$ cat src/rtl/tmr_pkg.sv
package tmr_pkg;
	localparam logic [2:0] MODE_INTERVAL = 3'h0;
	localparam logic [2:0] MODE_EXT_EVENT = 3'h1;
	localparam logic [2:0] MODE_EXT_TRIG = 3'h2;
	localparam logic [2:0] MODE_ONE_SHOT = 3'h3;
	localparam logic [2:0] MODE_PWM = 3'h4;
	localparam logic [2:0] MODE_FREE_RUN = 3'h5;
	localparam logic [2:0] MODE_PULSE_WIDTH = 3'h6;
	localparam logic [1:0] EDGE_NONE = 2'h0;
	localparam logic [1:0] EDGE_RISE = 2'h1;
	localparam logic [1:0] EDGE_FALL = 2'h2;
	localparam logic [1:0] EDGE_BOTH = 2'h3;
	localparam int CNT_W = 16;
	localparam int DIV_W = 8;
	localparam logic [CNT_W-1:0] CNT_RST = 16'h0000;
	localparam logic [CNT_W-1:0] CMP_RST = 16'h0000;
	localparam logic [DIV_W-1:0] DIV_RST = 8'h00;
	localparam int CAP0_LSB = 0;
	localparam int CAP1_LSB = 2;

	typedef struct packed {
		logic count_run_enable;
		logic [2:0] mode;
		logic external_event_clock_select;
		logic [2:0] prescale;
		logic software_trigger;
		logic output_level_0;
		logic output_level_1;
		logic output_enable_0;
		logic output_enable_1;
		logic [3:0] capture_edge_select;
		logic [1:0] event_edge_select;
		logic [1:0] trigger_edge_select;
		logic capture_compare_select_0;
		logic capture_compare_select_1;
	} ctl_t;

	typedef struct packed {
		logic wr0;
		logic wr1;
		logic [CNT_W-1:0] data;
	} cmp_wr_t;
endpackage

$ cat src/rtl/timer_event_counter_p.sv
`timescale 1ns/1ps
`default_nettype none
module timer_event_counter_p
	import tmr_pkg::*;
(
	input wire logic clk,
	input wire logic arst_n,
	input wire ctl_t ctl,
	input wire cmp_wr_t cmp_wr,
	input wire logic capture_trigger_pin_0,
	input wire logic capture_trigger_pin_1,
	input wire logic ext_trigger_pin,
	output logic timer_out_pin_0,
	output logic timer_out_pin_1,
	output logic [CNT_W-1:0] counter_value_reg,
	output logic [CNT_W-1:0] compare_reg_0,
	output logic [CNT_W-1:0] compare_reg_1,
	output logic compare0_match_interrupt,
	output logic compare1_match_interrupt
);
	typedef enum logic [1:0] {
		ST_IDLE = 2'b01,
		ST_RUN = 2'b10
	} st_t;

	st_t st_q;
	logic [DIV_W-1:0] div_q;
	logic [DIV_W-1:0] div_mask;
	logic [2:0] pin_prev_q;
	logic ff0_q;
	logic ff1_q;
	logic ext_clk;
	logic trig_mode;
	logic cap_mode;
	logic tick;
	logic trig_go;
	logic cap0_hit;
	logic cap1_hit;
	logic run;
	logic at_top;
	logic m0;
	logic m1;
	logic osp_ok;

	function automatic logic edge_hit(input logic [1:0] sel, input logic now, input logic prev);
		case (sel)
			EDGE_RISE: edge_hit = now & ~prev;
			EDGE_FALL: edge_hit = ~now & prev;
			EDGE_BOTH: edge_hit = now ^ prev;
			default: edge_hit = 1'b0;
		endcase
	endfunction

	assign ext_clk = ctl.external_event_clock_select | (ctl.mode == MODE_EXT_EVENT);
	assign trig_mode = (ctl.mode == MODE_EXT_TRIG) | (ctl.mode == MODE_ONE_SHOT);
	assign cap_mode = (ctl.mode == MODE_FREE_RUN) | (ctl.mode == MODE_PULSE_WIDTH);
	assign div_mask = DIV_W'((9'h001 << ctl.prescale) - 9'h001);

	// External count clock enters on capture pin 0 only
	assign tick = ext_clk ?
		edge_hit(ctl.event_edge_select, capture_trigger_pin_0, pin_prev_q[0]) :
		((div_q & div_mask) == div_mask);

	assign trig_go = trig_mode & (ctl.software_trigger |
		edge_hit(ctl.trigger_edge_select, ext_trigger_pin, pin_prev_q[2]));

	assign cap0_hit = cap_mode &
		edge_hit(ctl.capture_edge_select[CAP0_LSB +: 2], capture_trigger_pin_0, pin_prev_q[0]);
	assign cap1_hit = cap_mode &
		edge_hit(ctl.capture_edge_select[CAP1_LSB +: 2], capture_trigger_pin_1, pin_prev_q[1]);

	assign run = ctl.count_run_enable & (st_q == ST_RUN);
	assign at_top = ~cap_mode & (counter_value_reg == compare_reg_0);
	// Compare matches are off on a channel whose capture_compare_select_0 or capture_compare_select_1 bit is set in a capture mode
	assign m0 = run & tick & (counter_value_reg == compare_reg_0) &
		~(cap_mode & ctl.capture_compare_select_0);
	assign m1 = run & tick & (counter_value_reg == compare_reg_1) &
		~(cap_mode & ctl.capture_compare_select_1);
	assign osp_ok = (ctl.mode != MODE_ONE_SHOT) | (compare_reg_1 <= compare_reg_0);

	always_ff @(posedge clk or negedge arst_n) begin
		if (!arst_n) begin
			pin_prev_q <= 3'h0;
		end else begin
			pin_prev_q <= {ext_trigger_pin, capture_trigger_pin_1, capture_trigger_pin_0};
		end
	end

	// Prescaler restarts when count_run_enable is set, not on a trigger, so the first tick after enable is a full period
	always_ff @(posedge clk or negedge arst_n) begin
		if (!arst_n) begin
			div_q <= DIV_RST;
		end else if (!ctl.count_run_enable) begin
			div_q <= DIV_RST;
		end else begin
			div_q <= div_q + 8'h01;
		end
	end

	always_ff @(posedge clk or negedge arst_n) begin
		if (!arst_n) begin
			st_q <= ST_IDLE;
		end else if (!ctl.count_run_enable) begin
			st_q <= ST_IDLE;
		end else begin
			case (st_q)
				ST_IDLE: begin
					if (!trig_mode || trig_go) begin
						st_q <= ST_RUN;
					end
				end
				ST_RUN: begin
					if (ctl.mode == MODE_ONE_SHOT && m0 && !trig_go) begin
						st_q <= ST_IDLE;
					end
				end
				default: st_q <= ST_IDLE;
			endcase
		end
	end

	always_ff @(posedge clk or negedge arst_n) begin
		if (!arst_n) begin
			counter_value_reg <= CNT_RST;
		end else if (!ctl.count_run_enable) begin
			counter_value_reg <= CNT_RST;
		end else if (trig_go) begin
			counter_value_reg <= CNT_RST;
		end else if (ctl.mode == MODE_PULSE_WIDTH && cap0_hit) begin
			counter_value_reg <= CNT_RST;
		end else if (run && tick) begin
			if (at_top) begin
				counter_value_reg <= CNT_RST;
			end else begin
				counter_value_reg <= counter_value_reg + 16'h0001;
			end
		end
	end

	// Capture takes priority over a software write in the same cycle
	always_ff @(posedge clk or negedge arst_n) begin
		if (!arst_n) begin
			compare_reg_0 <= CMP_RST;
		end else if (cap0_hit && (ctl.capture_compare_select_0 || ctl.mode == MODE_PULSE_WIDTH)) begin
			compare_reg_0 <= counter_value_reg;
		end else if (cmp_wr.wr0) begin
			compare_reg_0 <= cmp_wr.data;
		end
	end

	always_ff @(posedge clk or negedge arst_n) begin
		if (!arst_n) begin
			compare_reg_1 <= CMP_RST;
		end else if (cap1_hit && (ctl.capture_compare_select_1 || ctl.mode == MODE_PULSE_WIDTH)) begin
			compare_reg_1 <= counter_value_reg;
		end else if (cmp_wr.wr1) begin
			compare_reg_1 <= cmp_wr.data;
		end
	end

	always_ff @(posedge clk or negedge arst_n) begin
		if (!arst_n) begin
			compare0_match_interrupt <= 1'b0;
			compare1_match_interrupt <= 1'b0;
		end else begin
			compare0_match_interrupt <= m0;
			compare1_match_interrupt <= m1;
		end
	end

	always_ff @(posedge clk or negedge arst_n) begin
		if (!arst_n) begin
			ff0_q <= 1'b0;
			ff1_q <= 1'b0;
		end else if (!ctl.count_run_enable || ctl.mode == MODE_EXT_EVENT
			|| ctl.mode == MODE_PULSE_WIDTH || !osp_ok) begin
			ff0_q <= 1'b0;
			ff1_q <= 1'b0;
		end else if (ctl.mode == MODE_INTERVAL || ctl.mode == MODE_FREE_RUN) begin
			ff0_q <= ff0_q ^ m0;
			ff1_q <= ff1_q ^ m1;
		end else begin
			ff0_q <= ff0_q ^ m0;
			if (m0 || (trig_go && st_q == ST_RUN)) begin
				ff1_q <= 1'b0;
			end else if (m1) begin
				ff1_q <= 1'b1;
			end
		end
	end

	// Level bit sets the idle level and inverts the active phase
	always_ff @(posedge clk or negedge arst_n) begin
		if (!arst_n) begin
			timer_out_pin_0 <= 1'b0;
			timer_out_pin_1 <= 1'b0;
		end else begin
			timer_out_pin_0 <= ctl.output_level_0 ^ (ctl.output_enable_0 & ff0_q);
			timer_out_pin_1 <= ctl.output_level_1 ^ (ctl.output_enable_1 & ff1_q);
		end
	end

	a_pin_follows_level: assert property (@(posedge clk) disable iff (!arst_n)
		!ctl.output_enable_0 |=> timer_out_pin_0 == $past(ctl.output_level_0))
		else $error("pin 0 does not follow its level bit");

	a_no_capture_interval: assert property (@(posedge clk) disable iff (!arst_n)
		(ctl.mode == MODE_INTERVAL && !cmp_wr.wr1) |=> $stable(compare_reg_1))
		else $error("compare 1 changed without write outside capture modes");

	a_event_edge_off: assert property (@(posedge clk) disable iff (!arst_n)
		(ctl.count_run_enable && ext_clk && ctl.event_edge_select == EDGE_NONE
		&& ctl.mode != MODE_PULSE_WIDTH && !trig_go) |=> $stable(counter_value_reg))
		else $error("counter moved with no event edge selected");

	a_trigger_gate: assert property (@(posedge clk) disable iff (!arst_n)
		(ctl.count_run_enable && trig_mode && st_q == ST_IDLE && !ctl.software_trigger
		&& ctl.trigger_edge_select == EDGE_NONE) |=> st_q == ST_IDLE)
		else $error("trigger mode started with trigger edge disabled");

	a_event_no_capture: assert property (@(posedge clk) disable iff (!arst_n)
		(ctl.mode == MODE_EXT_EVENT && !cmp_wr.wr0) |=> $stable(compare_reg_0))
		else $error("capture on pin 0 in event count mode");

	a_event_no_output: assert property (@(posedge clk) disable iff (!arst_n)
		(ctl.mode == MODE_EXT_EVENT) [*2] |=> timer_out_pin_1 == $past(ctl.output_level_1))
		else $error("timer output active in event count mode");

	a_sw_trig_ignored: assert property (@(posedge clk) disable iff (!arst_n)
		(run && (ctl.mode == MODE_INTERVAL || ctl.mode == MODE_EXT_EVENT)
		&& ctl.software_trigger && !tick)
		|=> $stable(counter_value_reg))
		else $error("software trigger acted outside trigger modes");

	a_one_shot_blocked: assert property (@(posedge clk) disable iff (!arst_n)
		(ctl.mode == MODE_ONE_SHOT && compare_reg_1 > compare_reg_0) [*2]
		|=> timer_out_pin_1 == $past(ctl.output_level_1))
		else $error("one-shot pulse with compare 1 above compare 0");
endmodule
`default_nettype wire

$ cat config.mk
export PLATFORM = sky130hd
export DESIGN_NAME = timer_event_counter_p
export DESIGN_NICKNAME = d
export VERILOG_FILES = /design/src/rtl/tmr_pkg.sv /design/src/rtl/timer_event_counter_p.sv
export SDC_FILE = /design/constraint.sdc
export NUM_CORES = 1
export LEC_CHECK = 0
export BUFFER_PORTS_ARGS = -buffer_cell sky130_fd_sc_hd__buf_2
export CAP_MARGIN = 20
export CORE_AREA = 2 2 91 93
export CTS_CLUSTER_SIZE = 20
export DETAILED_ROUTE_END_ITERATION = 10
export DIE_AREA = 0 0 93 95
export GPL_TIMING_DRIVEN = 0
export PLACE_DENSITY = 0.94
export RECOVER_POWER = 100
export SYNTH_ARGS = -nofsm -noshare
export SYNTH_HDL_FRONTEND = slang
export SYNTH_SLANG_ARGS = --single-unit
$ cat constraint.sdc
create_clock -name clk -period 3.42 [get_ports clk]
set_input_delay 0.684 -clock clk [delete_from_list [all_inputs] [get_ports clk]]
set_output_delay 0.684 -clock clk [all_outputs]
set_load 0.01 [all_outputs]
==> flow_summary.yaml, run 1 <==
critical_path:
  r2r-end: "counter_value_reg[10]"
  crit_type: "flop to flop"
  rr_worst_depth: 8
  cp-end-kind: "flop"
  rr_startpoint: "counter_value_reg[5]"
  critPathBufInv: 2
  required_ns: 3.65
  crit_fanout: 10
  crit_path_end: "counter_value_reg[10]"
  startpoint_type: "flop"
  crit_cells: 8
  cp_slowest_cell: "nor4_4"
  arrival_ns: 3.12
  path_cells: "clkbuf_1, xnor2_1, nand4_1, nor4_4, nand2_1, buf_6, a211oi_1, o22ai_1"
  setup.worst_path.start: "counter_value_reg[5]"
  cp_top_family: "simple AND/OR/NAND/NOR gates"
  slowest_delay_ns: 0.67
  regToRegSetupSlack_ns: 0.53
sta:
  worstMarginPinSlew_ns: 1.65
  hold_viol_final: 0
  fin_crit_sh_pct: 84.6
  fin_skew_ns: 0.0107
  max_slew_margin_pct: -9.75
  max_freq_mhz: 346
  setup_viol: 0
  fin_tns_setup_ns: 0
  slew_violations: 67
  grt_setup_unrepaired: "no"
  post-route-min-period_ns: 2.89
yosys:
  synth_top_family_by_area: "simple AND/OR/NAND/NOR gates"
  syn_area_per_cell_um2: 9.12
  yosys.area.top_type: "dfrtp_1"
  yosysMostFrequentCell: "dfrtp_1"
  ys_async_sr_fraction_pct: 100
  synthFlopType: "dfrtp_1"
  yosysUniqueCellTypes: 64
  synthesis.area_mm2: 0.00454
  synthCells: 498
  synth-compound-area-share_pct: 16.4
  synth_fp_nets: 568
  yosys_warnings: 0
  synth_common_cells: "65 x dfrtp_1, 40 x nor2_1, 35 x a21oi_1, 35 x nand2_1, 34 x mux2i_1"
  synth_top_area_share_pct: 35.8
  muxShareOfSynthArea_pct: 7.49
  yosys.area_share.simple_pct: 17.8
  synth_xor_area_share_pct: 8.87
  synth_edf_count: 0
  synth_seq_cells: 66
  synth_area_leaders: "dfrtp_1 36%, mux2i_1 7.5%, ha_1 6.6%"
  synthAdderAreaFrac_pct: 6.61
  synth-seq-area-share_pct: 36.4
drt:
  vias_per_cell: 6.14
  drc: 0
  dr.pass1.iters: 5
  wirelength_um: 12700
  via_count: 4372
  post_drt_wl_per_cell_um: 17.9
  ant_nets: 0
  drt-initial-drc-count: 409
power_and_ir_drop:
  peakVddDrop_v: 0.000423
  clkPwrFrac_pct: 32.5
  power_density_mw_per_mm2: 387
  combPwrFrac_pct: 22.1
  p_sw_share_pct: 32.1
  power.switching_mw: 0.650
  power.leakage_nw: 2.37
  intPower_mw: 1.38
  p_seq_share_pct: 45.4
grt:
  grt_pass1_vias: 4325
  antenna_found_initial: 0
  grt_overflow: 0
  grt_pass1_wl_um: 20800
  grt_max_degree: 67
  gr-usage-all-layers_pct: 30.3
placement:
  post_dp_cell_area_mm2: 0.00515
  io_buffers: 94
  gp_congestion: 1.00
  dpl.hpwl_um: 9260
worst_hold_path:
  hp-class: "primary input to flop"
final_layout:
  n_antenna_cell: 0
  area_growth_pct: 15.3
  final_core_util_pct: 66.1
  stdcell_area_mm2: 0.00524
  drive_above_1_share_pct: 12.9
  nets: 673
clock_network:
  cts_setup_buffers: 0
  cts.repair.resized: 0
  hold_buffers: 0
  htree_levels: 3
  cts_buffers: 9
  path_clk_slew_ns: 0.07
  clock_sinks: 66
  cts_buffer_depth: 2
  cts-root-buf: "clkbuf_8"
  cts_tree: "done"
  clk-insertion-delay-late_ns: 0.36
status:
  outcome: "finished with violations"
  violations: "max-capacitance violations, max-slew violations"
flow_run:
  drv_cap: 1
floorplanning:
  io_pins: 98
  die_h_um: 95
  coreArea_mm2: 0.00793
  die_w_um: 93
  die_area_mm2: 0.00884
  rows: 33
  initial_core_util_pct: 57.3
-- worst min-delay path by stage --
stage,cells past startpoint,slack [ns],endpoint,start
2_1_floorplan,0,0.39,compare0_match_interrupt,arst_n
3_3_place_gp,1,0.48,div_q[0],div_q[0]
3_5_place_dp,1,0.50,div_q[0],div_q[0]
4_1_cts,1,0.45,pin_prev_q[1],capture_trigger_pin_1
5_1_grt,1,0.47,pin_prev_q[1],capture_trigger_pin_1
6_report,1,0.47,pin_prev_q[1],capture_trigger_pin_1
-- per-layer routing --
| layer | track usage (%) | part of all wire, % |
|---|---|---|
| met1 | 37.8 | 40 |
| met2 | 52.8 | 49 |
| met4 | 11.4 | 2.7 |
| met3 | 5.03 | 9.0 |
| met5 | 0 | 0 |
-- area by class of cell --
type	instances	area [um^2]
buffer	36	183
clock buffer	12	145
clock inverter	3	40.0
fill	673	2690
inverter	27	101
multi-input combinational	369	2580
sequential	66	1650
tap	105	131
timing repair buffer	94	402
-- cells in the final DEF (no fill, tap or decap), types with 16 or more instances in the layout --
cell / count
xor2_1: 20
nor2_1: 40
ha_1: 24
inv_1: 26
o21ai_0: 29
nand2_1: 36
mux2i_1: 34
dfrtp_1: 65
clkbuf_1: 77
a21oi_1: 35
buf_2: 46
xnor2_1: 16
nand3_1: 20
-- cell families after synthesis --
| kind of cell | after synthesis |
|---|---|
| simple gates | 156 |
| compound gates | 115 |
| flops | 66 |
| buf+inv | 63 |
| xor+xnor | 40 |
| mux | 34 |
| fa+ha+maj | 24 |
-- power by group through the flow --
stage	logic, mW	clock network (mW)	registers [mW]
after global routing	0.498	0.687	0.926
after global placement	0.429	0	0.925
final	0.449	0.658	0.920
after CTS	0.458	0.661	0.916
after floorplan	0.257	0	0.937
after detailed placement	0.449	0	0.930
-- metrics by stage --
stage | total power, mW | cells | setup WS, ns | hold WS [ns]
2_1_floorplan | 1.19 | 498 | 1.20 | 0.388
3_3_place_gp | 1.35 | 697 | 0.757 | 0.479
3_5_place_dp | 1.38 | 697 | 0.646 | 0.501
4_1_cts | 2.03 | 712 | 0.893 | 0.453
5_1_grt | 2.11 | 712 | 0.340 | 0.474
6_report | 2.03 | 712 | 0.527 | 0.470
Power figures use the tool's default switching activity.
==> run 2, diff against run 1 <==
--- a/config.mk
+++ b/config.mk
@@ -7,12 +7,12 @@
 export LEC_CHECK = 0
 export BUFFER_PORTS_ARGS = -buffer_cell sky130_fd_sc_hd__buf_2
 export CAP_MARGIN = 20
-export CORE_AREA = 2 2 91 93
+export CORE_AREA = 2 2 99 101
 export CTS_CLUSTER_SIZE = 20
 export DETAILED_ROUTE_END_ITERATION = 10
-export DIE_AREA = 0 0 93 95
+export DIE_AREA = 0 0 101 103
 export GPL_TIMING_DRIVEN = 0
-export PLACE_DENSITY = 0.94
+export PLACE_DENSITY = 0.86
 export RECOVER_POWER = 100
 export SYNTH_ARGS = -nofsm -noshare
 export SYNTH_HDL_FRONTEND = slang
==> constraint.sdc (replaced) <==
create_clock -name clk -period 2.6 [get_ports clk]
set_input_delay 0.52 -clock clk [delete_from_list [all_inputs] [get_ports clk]]
set_output_delay 0.52 -clock clk [all_outputs]
set_load 0.01 [all_outputs]
==> flow_summary.yaml, run 2 (synthesized netlist as in run 1, its figures left out) <==
grt:
  busiest_layer: "met2"
  grt_overflow: 0
  antenna_found_initial: 0
  grt_pass1_vias: 4119
  met3_usage_pct: 5.42
  grt_max_degree: 67
  grtUsageMet2_pct: 44.5
  met1_usage_pct: 31.9
  grt_pass1_wl_um: 20500
  gr-usage-all-layers_pct: 25.5
drt:
  wirelength_um: 13000
  post_drt_wl_per_cell_um: 18.0
  via_count: 4319
  ant_nets: 0
  dr.pass1.iters: 7
  drc: 0
  drt-initial-drc-count: 395
  vias_per_cell: 5.96
flow_run:
  drv_cap: 1
sta:
  slew_violations: 67
  max_slew_margin_pct: -12.9
  max_freq_mhz: 407
  worstMarginPinSlew_ns: 1.69
  setup_viol: 0
  fin_crit_sh_pct: 94.6
  fin_skew_ns: 0.0110
  post-route-min-period_ns: 2.46
  grt_setup_unrepaired: "no"
  holdWs_ns: 0.312
  hold_viol_final: 0
clock_network:
  path_clk_slew_ns: 0.08
  cts_tree: "done"
  clock_sinks: 66
  cts_buffer_depth: 2
  hold_buffers: 0
  cts-root-buf: "clkbuf_8"
  cts_buffers: 9
  htree_levels: 3
  clk-insertion-delay-late_ns: 0.36
critical_path:
  required_ns: 2.84
  regToRegSetupSlack_ns: 0.14
  path_cells: "inv_1, ha_1, nand4_1, nor4_1, o21ai_0, o31a_1, nor2_1, nor4bb_1"
  arrival_ns: 2.70
  cp-end-kind: "flop"
  slowest_delay_ns: 0.52
  setup.worst_path.start: "compare_reg_0[14]"
  rr_startpoint: "compare_reg_0[14]"
  cp_slowest_cell: "nor4_1"
  startpoint_type: "flop"
  crit_type: "flop to flop"
  crit_fanout: 4
final_layout:
  area_growth_pct: 16.9
  nFillCells: 893
  drive_above_1_share_pct: 14.1
  mostFrequentLayoutCells: "74 x clkbuf_1, 65 x dfrtp_1, 46 x buf_2"
  layout_commonest_cell: "clkbuf_1"
  n_antenna_cell: 0
  regArea_mm2: 0.00165
  multi_input_area_mm2: 0.00258
  nets: 676
  final_core_util_pct: 56.2
floorplanning:
  io_pins: 98
  die_area_mm2: 0.0104
  die_w_um: 101
  die_h_um: 103
  initial_core_util_pct: 48.0
  rows: 36
  coreArea_mm2: 0.00946
power_and_ir_drop:
  peakVddDrop_v: 0.000314
  power_density_mw_per_mm2: 526
  power.leakage_nw: 2.40
  p_total_mw: 2.79
worst_hold_path:
  hold_start: "capture_trigger_pin_1"
  hp-class: "primary input to flop"
placement:
  gp_congestion: 1.02
  dpl.hpwl_um: 9500
  io_buffers: 94
status:
  outcome: "finished with violations"
  violations: "max-capacitance violations, max-slew violations"
==> run 2: changes by cell type in the layout (fill, tap and decap cells not counted), moves of 2 or more <==
cell / delta
buf_4: +3
clkbuf_1: -3
clkinvlp_4: +2
nand2_2: +2
==> run 2: critical path, delay by kind of cell (launching register included) <==
family	cells	cell delay, ns
fa+ha+maj	1	0.32
compound gates	2	0.45
simple gates	4	1.10
flops	1	0.42
buf+inv	1	0.06
==> run 2: power by group <==
group          switching (mW)  leakage, nW  internal [mW]
Combinational           0.339         1.46          0.245
Clock                   0.458        0.105          0.538
Sequential              0.109        0.833           1.10
Total                   0.906         2.40           1.89
==> run 2: cell type report <==
type / count / share of cell area (%)
flip-flops and latches: 66 / 31.1
inverters: 27 / 1.91
multi-input cells: 369 / 48.6
repair buffers: 97 / 7.99
plain buffers: 36 / 3.58
well taps: 114 / 2.69
clock buffers: 9 / 2.33
clock inverters: 7 / 1.77
==> run 2: path summary, 6_finish.rpt <==
kind                               endpoint  cells after the start
setup / recovery                      ff1_q                      8
hold / removal                pin_prev_q[1]                      1
setup reg to reg                      ff1_q                      8
hold reg to reg                    div_q[0]                      1
max in group asynchronous          div_q[5]                      1
min in group asynchronous  compare_reg_0[4]                      1
==> run 2: repair_timing <==
action	CTS	global route
hold endpoints to repair	0	0
endpoints found under the setup margin	0	8
buffers inserted	0	3
gates resized for setup	0	0
==> run 2: per-stage QoR <==
stage | cells | TNS, ns | area, um^2 | setup WS (ns)
2_1_floorplan | 498 | 0 | 4540 | 0.506
3_3_place_gp | 706 | 0 | 5160 | 0.0783
3_5_place_dp | 706 | -0.0489 | 5160 | -0.0456
4_1_cts | 722 | 0 | 5380 | 0.113
5_1_grt | 725 | 0 | 5310 | 0.0249
6_report | 725 | 0 | 5310 | 0.141
==> run 2: metal layers <==
metal  vias to the layer above  share of wire [%]
met3                        17                8.4
met4                         0               0.94
met1                      2068                 41
li1                       1995                  -
met2                       239                 50
met5                         -                  0
